## src/twq_defines.vh

```
// register offsets, field positions and reset values of the timer block
`ifndef TWQ_DEFINES_VH
`define TWQ_DEFINES_VH
// channel register offsets (within a 0x20 channel window)
`define TWQ_CH_STRIDE    8'h20
`define TWQ_OFF_CMR      5'h00
`define TWQ_OFF_CCR      5'h04
`define TWQ_OFF_RA       5'h08
`define TWQ_OFF_RB       5'h0c
`define TWQ_OFF_RC       5'h10
`define TWQ_OFF_CV       5'h14
`define TWQ_OFF_SR       5'h18
// block register offsets
`define TWQ_OFF_BMR      8'h40
`define TWQ_OFF_BCR      8'h44
`define TWQ_OFF_QSR      8'h48
// channel control bits and block sync bit
`define TWQ_CCR_CLKEN    0
`define TWQ_CCR_CLKDIS   1
`define TWQ_CCR_SWTRG    2
`define TWQ_BCR_SYNC     0
// channel mode fields
`define TWQ_CMR_CLKS     2:0
`define TWQ_CMR_CSTOP    6
`define TWQ_CMR_CDIS     7
`define TWQ_CMR_EDGE     9:8
`define TWQ_CMR_ABSEL    10
`define TWQ_CMR_EVSRC    11:10
`define TWQ_CMR_EVTRG    12
`define TWQ_CMR_WSEL     14:13
`define TWQ_CMR_WAVE     15
`define TWQ_CMR_ACPA     17:16
`define TWQ_CMR_ACPC     19:18
`define TWQ_CMR_AEEVT    21:20
`define TWQ_CMR_ASWTRG   23:22
`define TWQ_CMR_BCPB     25:24
`define TWQ_CMR_BCPC     27:26
`define TWQ_CMR_BEEVT    29:28
`define TWQ_CMR_BSWTRG   31:30
// block mode fields
`define TWQ_BMR_DECODER_ENABLE     0
`define TWQ_BMR_POSEN    1
`define TWQ_BMR_SPEEDEN  2
`define TWQ_BMR_INVERT_PHASE_A     3
`define TWQ_BMR_INVERT_PHASE_B     4
`define TWQ_BMR_INVERT_INDEX   5
`define TWQ_BMR_SWAP     6
`define TWQ_BMR_FILTEN   7
`define TWQ_BMR_XC0ROUTE 8
`define TWQ_BMR_FLEN     15:10
// reset values
`define TWQ_RST_CMR      32'h0000_0000
`define TWQ_RST_BMR      16'h0000
`define TWQ_RST_CNT      16'h0000
`endif

```

## src/twq_timer.v

```verilog
// two-channel timer with waveform modes and quadrature decoder front end
//
// Local design decisions: the register addresses and register access over APB.
`timescale 1ns/10ps
// ==========================================================
// Notes on behaviour
// [RULE1] capture trigger pin chosen by mode bit
// [RULE2] capture edge field, zero disables trigger
// [RULE3] waveform mode drives two compare outputs
// [RULE4] select 00 counts full range, triggers clear
// [RULE5] period match never triggers in 00/01
// [RULE6] select 10 clears on period match
// [RULE7] period match stops or disables clock
// [RULE8] select 01 counts up then down full
// [RULE9] select 11 counts up to period, down
// [RULE10] trigger reverses up-down counting direction
// [RULE11] event source and edge select event
// [RULE12] source zero makes line b input only
// [RULE13] event triggers only when enabled
// [RULE14] output controller sets clears toggles lines
// [RULE15] decoder uses pins, disabled means bypass
// [RULE16] decoder ignores channel 0 clock routing
// [RULE17] channel 0 counts phases, 1 index
// [RULE18] speed mode drops position, keeps revolutions
// [RULE19] per-input invert and phase swap
// [RULE20] filter drops pulses under length plus one
// [RULE21] direction bit readable, follows inversion
// [RULE22] direction change after confirmed phase pattern
// [RULE23] trigger clears counter at next tick
// [RULE24] decoded direction steers channel counting
// [RULE25] pins pass two flops before edges
`include "twq_defines.vh"

module twq_timer (
  // apb slave
  input  wire        pclk,
  input  wire        presetn,
  input  wire        psel,
  input  wire        penable,
  input  wire        pwrite,
  input  wire [7:0]  paddr,
  input  wire [31:0] pwdata,
  output reg  [31:0] prdata,
  output wire        pready,
  output wire        pslverr,
  // external clock pins
  input  wire [2:0]  ext_clock,
  // channel io lines, index is channel
  input  wire [1:0]  io_line_a_in,
  output wire [1:0]  io_line_a_out,
  output wire [1:0]  io_line_a_oe,
  input  wire [1:0]  io_line_b_in,
  output wire [1:0]  io_line_b_out,
  output wire [1:0]  io_line_b_oe
);

  // ========================================================
  // pin synchronisers
  reg  [6:0] sync1;
  reg  [6:0] sync2;
  reg  [6:0] sync3;
  wire [6:0] rise = sync2 & ~sync3;

  always @(posedge pclk or negedge presetn)
  begin
    if (!presetn)
    begin
      sync1 <= 7'h00;
      sync2 <= 7'h00;
      sync3 <= 7'h00;
    end
    else
    begin
      sync1 <= {ext_clock, io_line_b_in, io_line_a_in}; // RULE25
      sync2 <= sync1;
      sync3 <= sync2;
    end
  end

  // ========================================================
  // apb access and block registers
  reg  [15:0] bmr;
  reg         dchg_flag;
  reg  [7:0]  pre;
  wire        acc = psel & penable;
  wire        wr  = acc & pwrite;
  wire        rd  = acc & ~pwrite;
  wire [63:0] ch_rdata;
  wire [1:0]  ch_hit;
  wire        blk_hit = (paddr == `TWQ_OFF_BMR) | (paddr == `TWQ_OFF_BCR)
                        | (paddr == `TWQ_OFF_QSR);
  wire        sync_trg = wr & (paddr == `TWQ_OFF_BCR) & pwdata[`TWQ_BCR_SYNC];
  reg         dir;
  wire        dchg;

  assign pready  = 1'b1;
  assign pslverr = acc & ~(blk_hit | (|ch_hit));

  always @(posedge pclk or negedge presetn)
  begin
    if (!presetn)
    begin
      bmr       <= `TWQ_RST_BMR;
      dchg_flag <= 1'b0;
      prdata    <= 32'h0000_0000;
      pre       <= 8'h00;
    end
    else
    begin
      pre <= pre + 8'h01;
      if (wr & (paddr == `TWQ_OFF_BMR))
        bmr <= pwdata[15:0];
      if (dchg)
        dchg_flag <= 1'b1;
      else if (rd & (paddr == `TWQ_OFF_QSR))
        dchg_flag <= 1'b0;
      if (psel & ~penable)
      begin
        if (paddr == `TWQ_OFF_BMR)
          prdata <= {16'h0000, bmr};
        else if (paddr == `TWQ_OFF_QSR)
          prdata <= {30'h0, dchg_flag, dir}; // RULE21
        else if (paddr[7:5] == 3'h0)
          prdata <= ch_rdata[31:0];
        else if (paddr[7:5] == 3'h1)
          prdata <= ch_rdata[63:32];
        else
          prdata <= 32'h0000_0000;
      end
    end
  end

  // ========================================================
  // decoder input stage
  wire       qd_en  = bmr[`TWQ_BMR_DECODER_ENABLE];
  wire       pos_en = qd_en & bmr[`TWQ_BMR_POSEN] & ~bmr[`TWQ_BMR_SPEEDEN];
  wire       ina    = sync2[0] ^ bmr[`TWQ_BMR_INVERT_PHASE_A];                // RULE19
  wire       inb    = sync2[2] ^ bmr[`TWQ_BMR_INVERT_PHASE_B];                // RULE19
  wire       inx    = sync2[3] ^ bmr[`TWQ_BMR_INVERT_INDEX];              // RULE19
  wire [2:0] qraw   = bmr[`TWQ_BMR_SWAP] ? {inx, ina, inb}
                                        : {inx, inb, ina};        // RULE19
  wire [2:0] qflt;
  reg  [2:0] qold;
  genvar fi;
  generate
    for (fi = 0; fi < 3; fi = fi + 1)
    begin : g_flt
      reg       lvl;
      reg [5:0] cnt;
      assign qflt[fi] = bmr[`TWQ_BMR_FILTEN] ? lvl : qraw[fi];
      always @(posedge pclk or negedge presetn)
      begin
        if (!presetn)
        begin
          lvl <= 1'b0;
          cnt <= 6'h00;
        end
        else if (qraw[fi] == lvl)
          cnt <= 6'h00;
        else if (cnt == bmr[`TWQ_BMR_FLEN])
        begin
          lvl <= qraw[fi];                                        // RULE20
          cnt <= 6'h00;
        end
        else
          cnt <= cnt + 6'h01;
      end
    end
  endgenerate

  // ========================================================
  // direction and direction change
  wire ea = qflt[0] ^ qold[0];
  wire eb = qflt[1] ^ qold[1];
  reg  last_b;
  reg  last_s;
  reg  suspect;
  wire ed_b = ~ea & eb;
  wire smp  = ea ? qflt[1] : qflt[0];
  assign dchg = qd_en & (ea | eb) & suspect & (last_b != ed_b);   // RULE22

  always @(posedge pclk or negedge presetn)
  begin
    if (!presetn)
    begin
      qold    <= 3'h0;
      dir     <= 1'b0;
      last_b  <= 1'b0;
      last_s  <= 1'b0;
      suspect <= 1'b0;
    end
    else
    begin
      qold <= qflt;
      if (ea)
        dir <= qflt[0] ^ qflt[1];
      else if (eb)
        dir <= ~(qflt[0] ^ qflt[1]);
      if (ea | eb)
      begin
        last_b <= ed_b;
        last_s <= smp;
        if (last_b == ed_b)
          suspect <= suspect | (last_s == smp);                   // RULE22
        else
          suspect <= 1'b0;
      end
    end
  end

  // ========================================================
  // channel external clock 0 ticks
  wire       qd_step = pos_en & (ea | eb);                         // RULE17
  wire       idx_up  = qd_en & qflt[2] & ~qold[2];                 // RULE18
  wire [1:0] xc0_tick;
  assign xc0_tick[0] = qd_en ? qd_step                             // RULE16
                     : (bmr[`TWQ_BMR_XC0ROUTE] ? rise[1] : rise[4]);
  assign xc0_tick[1] = qd_en ? idx_up : rise[4];                   // RULE15

  // ========================================================
  // channels
  function act;
    input       cur;
    input [1:0] code;
    begin
      case (code)
        2'b01:   act = 1'b1;
        2'b10:   act = 1'b0;
        2'b11:   act = ~cur;
        default: act = cur;
      endcase
    end
  endfunction

  function ehit;
    input [1:0] code;
    input       now;
    input       old;
    begin
      ehit = ((code[0] & now & ~old) | (code[1] & ~now & old));
    end
  endfunction

  genvar gi;
  generate
    for (gi = 0; gi < 2; gi = gi + 1)
    begin : g_ch
      localparam [2:0] CH = gi;
      reg  [31:0] cmr;
      reg  [15:0] ra;
      reg  [15:0] rb;
      reg  [15:0] rc;
      reg  [15:0] cv;
      reg  [15:0] next_cv;
      reg         next_up;
      reg         clk_on;
      reg         run;
      reg         up;
      reg         pend;
      reg         pm_flag;
      reg         out_a;
      reg         out_b;
      reg         tick;
      wire        sel   = (paddr[7:5] == CH);
      wire        cwr   = wr & sel;
      wire        ccr   = cwr & (paddr[4:0] == `TWQ_OFF_CCR);
      wire        wave  = cmr[`TWQ_CMR_WAVE];
      wire [1:0]  wsel  = cmr[`TWQ_CMR_WSEL];
      wire [1:0]  evs   = cmr[`TWQ_CMR_EVSRC];
      wire        b_out = wave & (evs != 2'b00);                    // RULE12
      wire        qd_ch = qd_en & ~wave & ((CH == 3'h1) | pos_en);
      wire        ca    = cmr[`TWQ_CMR_ABSEL] ? sync2[gi] : sync2[gi+2];
      wire        cao   = cmr[`TWQ_CMR_ABSEL] ? sync3[gi] : sync3[gi+2];
      wire [3:0]  evn   = {sync2[6:4], sync2[gi+2]};
      wire [3:0]  evo   = {sync3[6:4], sync3[gi+2]};
      wire        cap_t = ~wave & ehit(cmr[`TWQ_CMR_EDGE], ca, cao); // RULE1 RULE2
      wire        ev    = wave & ehit(cmr[`TWQ_CMR_EDGE],
                                      evn[evs], evo[evs]);          // RULE11
      wire        sw    = (ccr & pwdata[`TWQ_CCR_SWTRG]) | sync_trg;
      wire        trig  = sw | cap_t | (ev & cmr[`TWQ_CMR_EVTRG]);  // RULE13
      wire        cnt   = tick & clk_on & run & ~pend;
      wire        m_c   = cnt & (cv == rc);
      wire        m_a   = wave & cnt & (cv == ra);
      wire        m_b   = b_out & cnt & (cv == rb);                 // RULE12
      wire [15:0] top   = wsel[1] ? rc : 16'hffff;

      assign ch_hit[gi] = sel & ((paddr[4:0] <= `TWQ_OFF_SR)
                                 & (paddr[1:0] == 2'b00));
      assign ch_rdata[32*gi +: 32] =
        (paddr[4:0] == `TWQ_OFF_CMR) ? cmr :
        (paddr[4:0] == `TWQ_OFF_RA)  ? {16'h0000, ra} :
        (paddr[4:0] == `TWQ_OFF_RB)  ? {16'h0000, rb} :
        (paddr[4:0] == `TWQ_OFF_RC)  ? {16'h0000, rc} :
        (paddr[4:0] == `TWQ_OFF_CV)  ? {16'h0000, cv} :
        (paddr[4:0] == `TWQ_OFF_SR)  ? {28'h0, up, pm_flag, run, clk_on}
                                     : 32'h0000_0000;
      assign io_line_a_out[gi] = out_a;
      assign io_line_b_out[gi] = out_b;
      assign io_line_a_oe[gi]  = wave;                              // RULE3
      assign io_line_b_oe[gi]  = b_out;                             // RULE12

      always @*
      begin
        case (cmr[`TWQ_CMR_CLKS])
          3'h0:    tick = pre[0];
          3'h1:    tick = &pre[2:0];
          3'h2:    tick = &pre[4:0];
          3'h3:    tick = &pre[6:0];
          3'h4:    tick = &pre;
          3'h5:    tick = xc0_tick[gi];
          3'h6:    tick = rise[5];
          default: tick = rise[6];
        endcase
      end

      always @*
      begin
        next_up = up;
        next_cv = cv + 16'h0001;
        if (qd_ch)
          next_cv = dir ? cv + 16'h0001 : cv - 16'h0001;          // RULE24
        else if (wave)
        begin
          case (wsel)
            2'b00:   next_cv = cv + 16'h0001;                      // RULE4 RULE5
            2'b10:   next_cv = m_c ? 16'h0000 : cv + 16'h0001;     // RULE6
            default:                                               // RULE8 RULE9
            begin
              if (up & (cv >= top))
              begin
                next_up = 1'b0;
                next_cv = cv - 16'h0001;
              end
              else if (~up & (cv == 16'h0000))
              begin
                next_up = 1'b1;
                next_cv = 16'h0001;
              end
              else
                next_cv = up ? cv + 16'h0001 : cv - 16'h0001;
            end
          endcase
        end
      end

      always @(posedge pclk or negedge presetn)
      begin
        if (!presetn)
        begin
          cmr     <= `TWQ_RST_CMR;
          ra      <= `TWQ_RST_CNT;
          rb      <= `TWQ_RST_CNT;
          rc      <= `TWQ_RST_CNT;
          cv      <= `TWQ_RST_CNT;
          clk_on  <= 1'b0;
          run     <= 1'b0;
          up      <= 1'b1;
          pend    <= 1'b0;
          pm_flag <= 1'b0;
          out_a   <= 1'b0;
          out_b   <= 1'b0;
        end
        else
        begin
          if (cwr & (paddr[4:0] == `TWQ_OFF_CMR))
            cmr <= pwdata;
          if (cwr & (paddr[4:0] == `TWQ_OFF_RA))
            ra <= pwdata[15:0];
          if (cwr & (paddr[4:0] == `TWQ_OFF_RB))
            rb <= pwdata[15:0];
          if (cwr & (paddr[4:0] == `TWQ_OFF_RC))
            rc <= pwdata[15:0];
          if (ccr & pwdata[`TWQ_CCR_CLKDIS])
            clk_on <= 1'b0;
          else if (ccr & pwdata[`TWQ_CCR_CLKEN])
            clk_on <= 1'b1;
          else if (wave & m_c & cmr[`TWQ_CMR_CDIS])
            clk_on <= 1'b0;                                        // RULE7
          if (trig & (clk_on | (ccr & pwdata[`TWQ_CCR_CLKEN])))
            run <= 1'b1;                                           // RULE23
          else if (~clk_on | (wave & m_c & cmr[`TWQ_CMR_CSTOP]))
            run <= 1'b0;                                           // RULE7
          if (trig)
            pend <= 1'b1;                                          // RULE23
          else if (tick & clk_on)
            pend <= 1'b0;
          if (tick & clk_on & pend)
            cv <= 16'h0000;                                        // RULE23
          else if (cnt)
          begin
            cv <= next_cv;
            up <= next_up;
          end
          if (trig & wave & wsel[0])
            up <= ~up;                                             // RULE10
          if (m_c)
            pm_flag <= 1'b1;
          else if (rd & sel & (paddr[4:0] == `TWQ_OFF_SR))
            pm_flag <= 1'b0;
          if (wave)
          begin
            out_a <= act(act(act(act(out_a, m_a ? cmr[`TWQ_CMR_ACPA] : 2'b00),
                     m_c ? cmr[`TWQ_CMR_ACPC] : 2'b00),
                     ev ? cmr[`TWQ_CMR_AEEVT] : 2'b00),
                     sw ? cmr[`TWQ_CMR_ASWTRG] : 2'b00);           // RULE14
            if (b_out)
              out_b <= act(act(act(act(out_b,
                       m_b ? cmr[`TWQ_CMR_BCPB] : 2'b00),
                       m_c ? cmr[`TWQ_CMR_BCPC] : 2'b00),
                       ev ? cmr[`TWQ_CMR_BEEVT] : 2'b00),
                       sw ? cmr[`TWQ_CMR_BSWTRG] : 2'b00);         // RULE14
          end
        end
      end
    end
  endgenerate

endmodule // twq_timer

```

## config.mk

```make
export PLATFORM = sky130hd
export DESIGN_NAME = twq_timer
export DESIGN_NICKNAME = d
export VERILOG_FILES = /design/src/twq_timer.v
export VERILOG_INCLUDE_DIRS = /design/src /design/src/src
export SDC_FILE = /design/constraint.sdc
export NUM_CORES = 1
export LEC_CHECK = 0
export ABC_CLOCK_PERIOD_IN_PS = 4200
export BUFFER_PORTS_ARGS = -buffer_cell sky130_fd_sc_hd__buf_4
export CAP_MARGIN = 20
export CORE_ASPECT_RATIO = 0.75
export CORE_UTILIZATION = 25
export DETAILED_ROUTE_END_ITERATION = 10
export SLEW_MARGIN = 40
export SYNTH_ARGS = -nofsm -noshare
export SYNTH_HDL_FRONTEND = slang
export SYNTH_SLANG_ARGS = --single-unit
```

## constraint.sdc

```tcl
create_clock -name pclk -period 4.2 [get_ports pclk]
set_input_delay 1.26 -clock pclk [delete_from_list [all_inputs] [get_ports pclk]]
set_output_delay 1.26 -clock pclk [all_outputs]
set_load 0.1 [all_outputs]
```

==> key figures, run 1 <==
Run status
  • Outcome: complete, no violations

Min path
  • Worst Hold Class: reg -> reg

Critical path
  • Setup Crit Path Kind: reg -> reg
  • Critical Path Max Stage Delay: 0.63 ns
  • Most common cell on crit path: nand2b_1
  • Critical path startpoint category: flop
  • Worst Setup End Kind: flop
  • Crit path max fanout: 14
  • Slowest stage cell, crit path: a211oi_4
  • CP required: 4.71 ns
  • CP Cell Sequence: nand2b_1, ha_1, nand2b_1, a21o_1, a211oi_2, o21bai_1, a2111o_1, a211oi_4, nor2b_2, a22o_1, a2111oi_1, a211o_1
  • Arr. time, crit path: 4.19 ns

Timing
  • Clock skew: 0.0317 ns
  • F_max: 0.272 GHz
  • Hold WS: 0.347 ns
  • Setup violations, final: 0
  • Max_slew headroom: 0.404
  • Fin. max-slew vios: 0
  • Slew at the pin with the worst max-slew slack: 0.884 ns
  • Period minus WS final: 3.68 ns
  • Post-route clock period utilization: 0.876
  • RSZ-0062 raised after global routing: no
  • Final Worst Setup Slack: 0.521 ns
  • Setup TNS: 0 ns
  • Final hold viol count: 0

Clock tree
  • Clock buffer depth: 3
  • Hold_buf cts: 0
  • Clock transition at path regs: 0.06 ns
  • PostCTS Resize Cnt: 0
  • CTS root buffer: clkbuf_16
  • CTS tree: built
  • CTS Buf Count: 37
  • Clock Sinks: 312
  • H-tree depth: 2
  • Worst skew pair latency: 0.57 ns
  • Post-CTS Setup Bufs: 0

Final layout
  • Design area: 0.0224 mm2
  • Non-filler cells, final: 3046
  • Most frequent cells in the layout: 309 x dfrtp_1, 188 x mux2_2, 161 x nand2_1, 148 x buf_4
  • Finished Core Util: 0.296
  • Share of layout cells above drive strength 1: 0.218
  • Commonest non-fill, non-tap cell in the layout: dfrtp_1
  • Area grow syn2layout: 16.6%
  • NumNets Final: 2090

Place
  • Placed inst area: 0.0210 mm2
  • # placed instances: 2979
  • Port Buffer Count: 92
  • Setup WS pre-CTS: 0.606 ns
  • RD Place Congestion: 0.907
  • HPWL after DPL: 46400 um

Drt
  • Antenna viol nets, final: 0
  • WL per Instance: 20.9 um
  • 1st-pass router iterations: 6
  • Total routed wirelength: 63700 um
  • DR DRC count: 0
  • Routed vias: 15.8k
  • Drt via density: 5.18
  • Initial DRC Count: 1696

GRT
  • Vias in the first global route: 14.7k
  • Initial antenna violation count: 2
  • Largest net degree at the start of global routing: 98
  • Gr ovfl total: 0
  • First-pass GRT wire length: 96900 um
  • Total track usage: 0.162

Synth
  • Mean post-synth cell area: 9.89 um2
  • Synth warn: 0
  • Register area share after synthesis: 0.407
  • Asr flop ratio synth: 1.00
  • Synth unique cells: 91
  • Cell area after synthesis: 0.0192 mm2
  • Yosys reg bits: 312
  • EDFF count, synth: 0
  • Syn_nets: 2035
  • Cells after Synth: 1941
  • Top FF cell, synth: dfrtp_1

Power and ir drop
  • Total Power: 7.34 mW
  • Leak pwr: 10.3 nW
  • Worst vdd ir: 238 uV
  • Pwr/cell area: 328 mW/mm2

Floorplan
  • I/O pin count: 94
  • Core area: 0.0755 mm2
  • Rows: 87
  • Initial core utilization: 0.254
  • Die Y: 242 um
  • Horiz. Die Dim: 322 um
  • DIE AREA: 0.0779 mm2

Run
  • Number of max-cap violations: 0
==> critical path, delay by kind of cell (launching register included) <==
family,cells,cell delay [ns]
adder cells (fa/ha/maj),1,0.26
AO/OA/AOI/OAI,8,2.45
flip-flops,1,0.42
AND/OR/NAND/NOR,3,0.49
==> flip-flops by register name, summed over array words and instances (netlist names), 8 cells and up <==
name	count
pre	8
g_ch.cv	32
bmr	16
g_ch.ra	32
g_ch.rc	32
prdata	32
g_ch.rb	32
g_flt.cnt	18
g_ch.cmr	64
==> final timing paths <==
check	startpoint	end	slack, ns	cells after the start
max	g_ch[1].rc[0]	g_ch[1].cv[12]	0.52	12
min	sync1[2]	sync2[2]	0.35	0
max reg2reg	g_ch[1].rc[0]	g_ch[1].cv[12]	0.52	12
min reg2reg	sync1[2]	sync2[2]	0.35	0
max in group asynchronous	presetn	g_ch[0].cv[11]	2.92	2
min in group asynchronous	presetn	g_flt[2].cnt[1]	0.57	1
==> synth_stat cells (5+ instances only) <==
| master | count | area, um2 |
|---|---|---|
| nor4_1 | 18 | 113 |
| and3_1 | 27 | 169 |
| dfrtp_1 | 310 | 7760 |
| mux2_2 | 188 | 2120 |
| a31oi_1 | 17 | 106 |
| nand3b_1 | 6 | 45.0 |
| o31ai_1 | 6 | 45.0 |
| buf_4 | 10 | 75.1 |
| nor2_1 | 108 | 405 |
| a32oi_1 | 18 | 158 |
| o221ai_1 | 6 | 52.6 |
| or3_1 | 14 | 87.6 |
| a21boi_0 | 6 | 45.0 |
| nor3_1 | 23 | 115 |
| nand3_1 | 61 | 305 |
| and2_1 | 10 | 62.6 |
| nand2_1 | 162 | 608 |
| a22oi_1 | 59 | 443 |
| nand4_1 | 48 | 300 |
| a21o_1 | 21 | 158 |
| buf_6 | 6 | 67.6 |
| mux2i_1 | 44 | 440 |
| inv_1 | 33 | 124 |
| a222oi_1 | 10 | 100 |
| o21a_1 | 6 | 45.0 |
| a211oi_1 | 9 | 67.6 |
| clkbuf_1 | 78 | 293 |
| a221o_1 | 6 | 60.1 |
| o21ai_0 | 105 | 526 |
| a41oi_1 | 5 | 43.8 |
| nand2b_1 | 21 | 131 |
| ha_1 | 42 | 526 |
| a221oi_1 | 7 | 61.3 |
| nor2b_1 | 47 | 294 |
| xnor2_1 | 101 | 885 |
| a21oi_1 | 72 | 360 |
| o211ai_1 | 8 | 60.1 |
| nor3b_1 | 9 | 67.6 |
| xor2_1 | 84 | 736 |
| buf_2 | 18 | 90.1 |
| buf_1 | 21 | 78.8 |
| a22o_1 | 7 | 61.3 |
==> kinds of logic after synthesis <==
family                   after synthesis  synth area share
adder cells (fa/ha/maj)               42            0.0274
buffers and inverters                171            0.0420
AND/OR/NAND/NOR                      580             0.153
multiplexers                         236             0.138
AO/OA/AOI/OAI                        412             0.146
other                                  1          0.000195
XOR/XNOR                             187            0.0867
flip-flops                           312             0.407
==> layer usage <==
metal	wire length [um]	global-route usage	up-vias	share of wire
li1	-	-	7173	-
met1	31200	0.256	7827	0.49
met2	25300	0.215	709	0.40
met3	6020	0.0395	80	0.095
met4	1170	0.0345	2	0.018
met5	13	0	-	0.00020
==> report_power, final <==
part	leakage (nW)	internal [mW]	switching [mW]
Clock	0.637	2.13	1.38
Combinational	5.40	0.221	0.431
Sequential	4.22	3.08	0.0958
Total	10.3	5.43	1.91
==> cell type report <==
cell class / count / area [um2]
Antenna cell: 1 / 2.50
Clock buffer: 49 / 1040
Clock inverter: 16 / 269
Fill cell: 7923 / 53200
Inverter: 33 / 124
Multi-Input combinational cell: 1458 / 10600
Sequential cell: 312 / 7810
Tap cell: 1023 / 1280
Timing Repair Buffer: 154 / 1230
(Power assumes the default switching activity.)
==> inputs of run 2 (changes only) <==
--- a/config.mk
+++ b/config.mk
@@ -6,7 +6,7 @@
 export SDC_FILE = /design/constraint.sdc
 export NUM_CORES = 1
 export LEC_CHECK = 0
-export ABC_CLOCK_PERIOD_IN_PS = 4200
+export ABC_CLOCK_PERIOD_IN_PS = 3000
 export BUFFER_PORTS_ARGS = -buffer_cell sky130_fd_sc_hd__buf_4
 export CAP_MARGIN = 20
 export CORE_ASPECT_RATIO = 0.75
==> constraint.sdc (replaced) <==
create_clock -name pclk -period 3 [get_ports pclk]
set_input_delay 0.9 -clock pclk [delete_from_list [all_inputs] [get_ports pclk]]
set_output_delay 0.9 -clock pclk [all_outputs]
set_load 0.1 [all_outputs]
==> run 2 against run 1 <==
Compared with the run above:
- the run now ends with setup timing left
- final area is 8.9% higher
- sequential power is 40% higher
- setup slack worse by 0.64 ns
- via count is 5.6% higher
- hold slack got worse by 0.052 ns
- critical path depth unchanged
- largest power group unchanged
- count of clock-buffer cells in the layout is 7 higher
- clock skew is 0.0089 ns lower
- register-to-register slack lost 0.64 ns
- global-route usage up 0.92 points
- non-clock buffer count increased by 188
- sequential cell count is the same
==> key figures, run 2 (synthesis gave the netlist of run 1 again) <==
Timing
  • Final Worst Setup Slack: -0.115 ns
  • Max_slew headroom: 0.507
  • Clock skew: 0.0228 ns
  • Slew at the pin with the worst max-slew slack: 0.734 ns
  • Fin. max-slew vios: 0
  • Final hold viol count: 0
  • Period minus WS final: 3.12 ns
  • Setup violations, final: 4
  • F_max: 0.321 GHz
  • RSZ-0062 raised after global routing: yes
  • Post-route clock period utilization: 1.04
  • Hold WS: 0.296 ns

Final layout
  • Share of layout cells above drive strength 1: 0.315
  • Multi-input gate area: 0.0110 mm2
  • Most frequent cells in the layout: 316 x buf_4, 303 x dfrtp_1, 187 x mux2_2, 161 x nand2_1, 102 x nor2_1
  • Commonest non-fill, non-tap cell in the layout: buf_4
  • Filler cell count: 7780
  • NumNets Final: 2279
  • Max reg flops: 64
  • Design area: 0.0244 mm2
  • Non-filler cells, final: 3244
  • Area grow syn2layout: 27.0%
  • Largest Register: g_ch.cmr
  • Storage cell area: 0.00782 mm2

Place
  • Port Buffer Count: 92
  • # placed instances: 3142
  • RD Place Congestion: 0.925
  • Setup WS pre-CTS: -0.178 ns
  • HPWL after DPL: 49900 um
  • Placed inst area: 0.0224 mm2

Run
  • Number of max-cap violations: 0

Floorplan
  • Die Y: 242 um
  • Horiz. Die Dim: 322 um
  • I/O pin count: 94
  • Rows: 87
  • DIE AREA: 0.0779 mm2
  • Core area: 0.0755 mm2
  • Initial core utilization: 0.254

Power and ir drop
  • Worst vdd ir: 347 uV
  • Pwr/cell area: 425 mW/mm2
  • Leak pwr: 11.3 nW
  • Total Power: 10.4 mW

Clock tree
  • Clock Sinks: 312
  • Worst skew pair latency: 0.57 ns
  • Clock transition at path regs: 0.06 ns
  • CTS tree: built
  • CTS Buf Count: 37
  • H-tree depth: 2
  • Clock buffer depth: 3
  • CTS root buffer: clkbuf_16
  • Hold_buf cts: 0

GRT
  • Total track usage: 0.171
  • First-pass GRT wire length: 102000 um
  • Initial antenna violation count: 10
  • Largest net degree at the start of global routing: 59
  • Gr ovfl total: 0
  • Vias in the first global route: 15.8k

Critical path
  • Crit path buffers/inverters: 0
  • Slowest stage cell, crit path: a2111o_1
  • Worst Setup End Kind: flop
  • Setup Crit Path Kind: reg -> reg
  • Delay-heaviest family, CP: compound AO/OA/AOI/OAI gates
  • Arr. time, crit path: 3.56 ns
  • Critical Path Max Stage Delay: 0.43 ns
  • CP required: 3.45 ns
  • CP Cell Sequence: nand2b_4, ha_4, nand2b_4, a21o_1, a211oi_2, o21bai_1, a2111o_1, a211oi_4, and2b_4, a221oi_4, a2111oi_2, a211o_1
  • Critical path startpoint category: flop
  • Most common cell on crit path: nand2b_4
  • Crit path max fanout: 4

Min path
  • Worst Hold Class: in -> async

Drt
  • Routed vias: 16.7k
  • DR DRC count: 0
  • 1st-pass router iterations: 7
  • Total routed wirelength: 68100 um
  • Antenna viol nets, final: 0
  • WL per Instance: 21.0 um
  • Drt via density: 5.14
  • Initial DRC Count: 1792

Run status
  • Outcome: finished, violations left
  • Failing checks: setup timing
run 2: stage by stage:
| step | setup TNS [ns] | util |
|---|---|---|
| 2_1_floorplan | -0.00644 | - |
| 3_3_place_gp | -0.881 | 0.296 |
| 3_5_place_dp | -1.02 | 0.296 |
| 4_1_cts | -0.260 | 0.316 |
| 5_1_grt | -1.65 | 0.323 |
| 6_report | -0.212 | 0.323 |
run 2: power by group:
group          internal, mW  leakage, nW  switching [mW]
combinational         0.358         6.46           0.642
clock                  3.04        0.647            1.89
sequential             4.31         4.21           0.129
run 2: final cells by class:
cell class,instances,area share
Clock buffer,56,0.0463
Timing Repair Buffer,342,0.114
Tap cell,1023,0.0525
Sequential cell,312,0.321
Multi-Input combinational cell,1459,0.453
Clock inverter,12,0.00811
Antenna cell,7,0.000718
Inverter,33,0.00508
run 2: timing repair:
item / in CTS / in global routing
endpoints found under the setup margin: 16 / 36
buffers inserted: 9 / 16
resized for setup: 21 / 90
pin swaps: 20 / 48
cloned: 0 / 3
run 2: per-layer routing:
metal / up-vias / track usage / wire (um) / share of wire
met5: - / 0 / 24 / 0.00035
met4: 4 / 0.0493 / 1790 / 0.026
met3: 95 / 0.0564 / 7550 / 0.11
met2: 790 / 0.223 / 26700 / 0.39
met1: 8227 / 0.260 / 32000 / 0.47
li1: 7556 / - / - / -
run 2: final timing paths:
kind	start	to	slack (ns)	cells after the start
worst min-delay path	presetn	pre[2]	0.30	1
max in group asynchronous	presetn	g_ch[0].rc[0]	1.97	2
min in group pclk	sync1[3]	sync2[3]	0.35	0
worst min register to register	sync1[3]	sync2[3]	0.35	0
worst max register to register	g_ch[1].rc[0]	g_ch[1].cv[12]	-0.12	12
worst max-delay path	g_ch[1].rc[0]	g_ch[1].cv[12]	-0.12	12
run 2: worst reg2reg max path, delay by kind of cell (launching register included):
family	cells	cell delay (ns)
simple gates	3	0.55
compound gates	8	1.86
fa+ha+maj	1	0.23
flops	1	0.37
==> inputs of run 3 (changes only) <==
--- a/config.mk
+++ b/config.mk
@@ -12,6 +12,7 @@
 export CORE_ASPECT_RATIO = 0.75
 export CORE_UTILIZATION = 25
 export DETAILED_ROUTE_END_ITERATION = 10
+export GPL_TIMING_DRIVEN = 0
 export SLEW_MARGIN = 40
 export SYNTH_ARGS = -nofsm -noshare
 export SYNTH_HDL_FRONTEND = slang
==> run 3 against run 2 <==
Compared with the run above:
- the run still ends with setup timing left
- count of clock-buffer cells in the layout is 10 lower
- clock power is 3% lower
- critical path type unchanged
- wire length is 6.5% higher
- clock skew is 0.0083 ns lower
- setup slack worse by 0.17 ns
- cell count is 1.3% lower
==> key figures, run 3 (synthesis gave the netlist of run 1 again) <==
Floorplan
  • Horiz. Die Dim: 322 um
  • Initial core utilization: 0.254
  • Core area: 0.0755 mm2
  • Rows: 87
  • DIE AREA: 0.0779 mm2
  • Die Y: 242 um
  • I/O pin count: 94

Critical path
  • Critical Path Max Stage Delay: 0.45 ns
  • Critical path startpoint category: flop
  • Crit path buffers/inverters: 2
  • Setup Crit Path Kind: reg -> reg
  • CP required: 3.42 ns
  • Delay-heaviest family, CP: compound AO/OA/AOI/OAI gates
  • Arr. time, crit path: 3.71 ns
  • Slowest stage cell, crit path: a2111o_1
  • Worst Setup End Kind: flop
  • CP Cell Sequence: buf_8, nand2b_4, ha_4, nand2b_4, a21o_1, a211oi_2, o21bai_2, a2111o_1, a211oi_4, buf_6, and2b_4, a221oi_4, a2111oi_2, a211o_1
  • Crit path max fanout: 6
  • Most common cell on crit path: nand2b_4

Clock tree
  • CTS Buf Count: 35
  • CTS root buffer: clkbuf_16
  • Worst skew pair latency: 0.55 ns
  • H-tree depth: 2
  • CTS tree: built
  • Clock Sinks: 312
  • Clock transition at path regs: 0.06 ns
  • Clock buffer depth: 3

Final layout
  • Non-filler cells, final: 3203
  • Finished Core Util: 0.324
  • Largest Register: g_ch.cmr
  • Area grow syn2layout: 27.5%
  • Share of layout cells above drive strength 1: 0.311
  • NumNets Final: 2245
  • Max reg flops: 64
  • Most frequent cells in the layout: 306 x dfrtp_1, 187 x mux2_2, 156 x buf_4, 152 x nand2_1
  • Filler cell count: 7754
  • Design area: 0.0245 mm2
  • Commonest non-fill, non-tap cell in the layout: dfrtp_1

Power and ir drop
  • Total Power: 10.3 mW
  • Internal: 7.57 mW
  • Clock network power share: 0.464
  • Switching fraction of total power: 0.262
  • Comb power frac: 0.105
  • Pwr/cell area: 420 mW/mm2
  • Switch Pwr: 2.70 mW
  • Worst vdd ir: 406 uV
  • Leak pwr: 11.1 nW
  • Reg power frac: 0.431

Drt
  • WL per Instance: 22.6 um
  • Antenna viol nets, final: 0
  • Total routed wirelength: 72500 um
  • 1st-pass router iterations: 7
  • DR DRC count: 0
  • Initial DRC Count: 2285
  • Drt via density: 5.39
  • Routed vias: 17.3k

Timing
  • Clock skew: 0.0146 ns
  • Slew at the pin with the worst max-slew slack: 0.875 ns
  • RSZ-0062 raised after global routing: yes
  • Final Worst Setup Slack: -0.289 ns
  • F_max: 0.304 GHz
  • Max_slew headroom: 0.416
  • Period minus WS final: 3.29 ns
  • Setup violations, final: 20
  • Post-route clock period utilization: 1.10
  • Fin. max-slew vios: 0
  • Final hold viol count: 0

Place
  • HPWL after DPL: 52300 um
  • Placed inst area: 0.0213 mm2
  • RD Place Congestion: 0.969
  • Port Buffer Count: 90
  • Setup WS pre-CTS: -1.19 ns
  • # placed instances: 3058

Min path
  • Worst Hold Class: in -> async

GRT
  • Initial antenna violation count: 8
  • Total track usage: 0.180
  • Vias in the first global route: 16.2k
  • Largest net degree at the start of global routing: 72
  • First-pass GRT wire length: 107000 um
  • Gr ovfl total: 0

Run status
  • Outcome: finished, violations left
  • Failing checks: setup timing

Run
  • Number of max-cap violations: 0
-- run 3: cell count changes in the layout (fill, tap and decap cells not counted), sizes merged --
cell    change
a221o       -1
buf       -108
bufbuf      +1
bufinv      +1
clkbuf     +66
clkinv      +3
diode       -3
-- run 3: area by class of cell --
type,instances,area [um2],area share
diodes,4,10.0,0.000409
plain buffers,131,843,0.0344
clock buffers,46,1010,0.0412
clock inverters,16,258,0.0105
inverters,33,126,0.00516
multi-input cells,1458,11600,0.472
flip-flops and latches,312,7820,0.319
well taps,1023,1280,0.0523
repair buffers,180,1580,0.0647
-- run 3: metal layers --
metal	track usage	wire (um)	vias up
li1	-	-	7483
met3	0.0619	9010	127
met4	0.0506	2010	2
met1	0.269	32800	8655
met5	0	7	-
met2	0.241	28700	1007
-- run 3: what timing repair did --
action | in CTS | in global routing
gates resized for setup | 183 | 148
gates cloned | 3 | 1
buffers inserted | 60 | 25
hold buffers | 0 | 0
pin swaps | 52 | 76
setup endpoints to repair | 197 | 117
-- run 3: worst paths after layout --
kind                       cells after the start  slack, ns         endpoint       startpoint
setup / recovery                              14      -0.29   g_ch[1].cv[12]  g_ch[1].cmr[14]
hold / removal                                 1       0.30  g_flt[1].cnt[2]          presetn
setup reg to reg                              14      -0.29   g_ch[1].cv[12]  g_ch[1].cmr[14]
hold reg to reg                                0       0.35         sync2[5]         sync1[5]
max in group asynchronous                      3       1.66   g_ch[1].rc[15]          presetn
min in group pclk                              0       0.35         sync2[5]         sync1[5]
-- run 3: per-stage QoR --
| stage | hold slack [ns] | setup TNS, ns |
|---|---|---|
| 2_1_floorplan | 0.331 | -0.00644 |
| 3_3_place_gp | 0.333 | -800.43 |
| 3_5_place_dp | 0.340 | -184.95 |
| 4_1_cts | 0.310 | -2.57 |
| 5_1_grt | 0.333 | -5.05 |
| 6_report | 0.303 | -2.68 |
-- run 3: power groups by stage --
stage	clock network, mW	registers (mW)	logic (mW)
floorplan	0	4.52	0.493
global route	4.99	4.43	1.14
global placement	0	4.49	0.948
CTS	4.83	4.41	1.04
detailed placement	0	4.49	0.977
finish	4.77	4.42	1.08
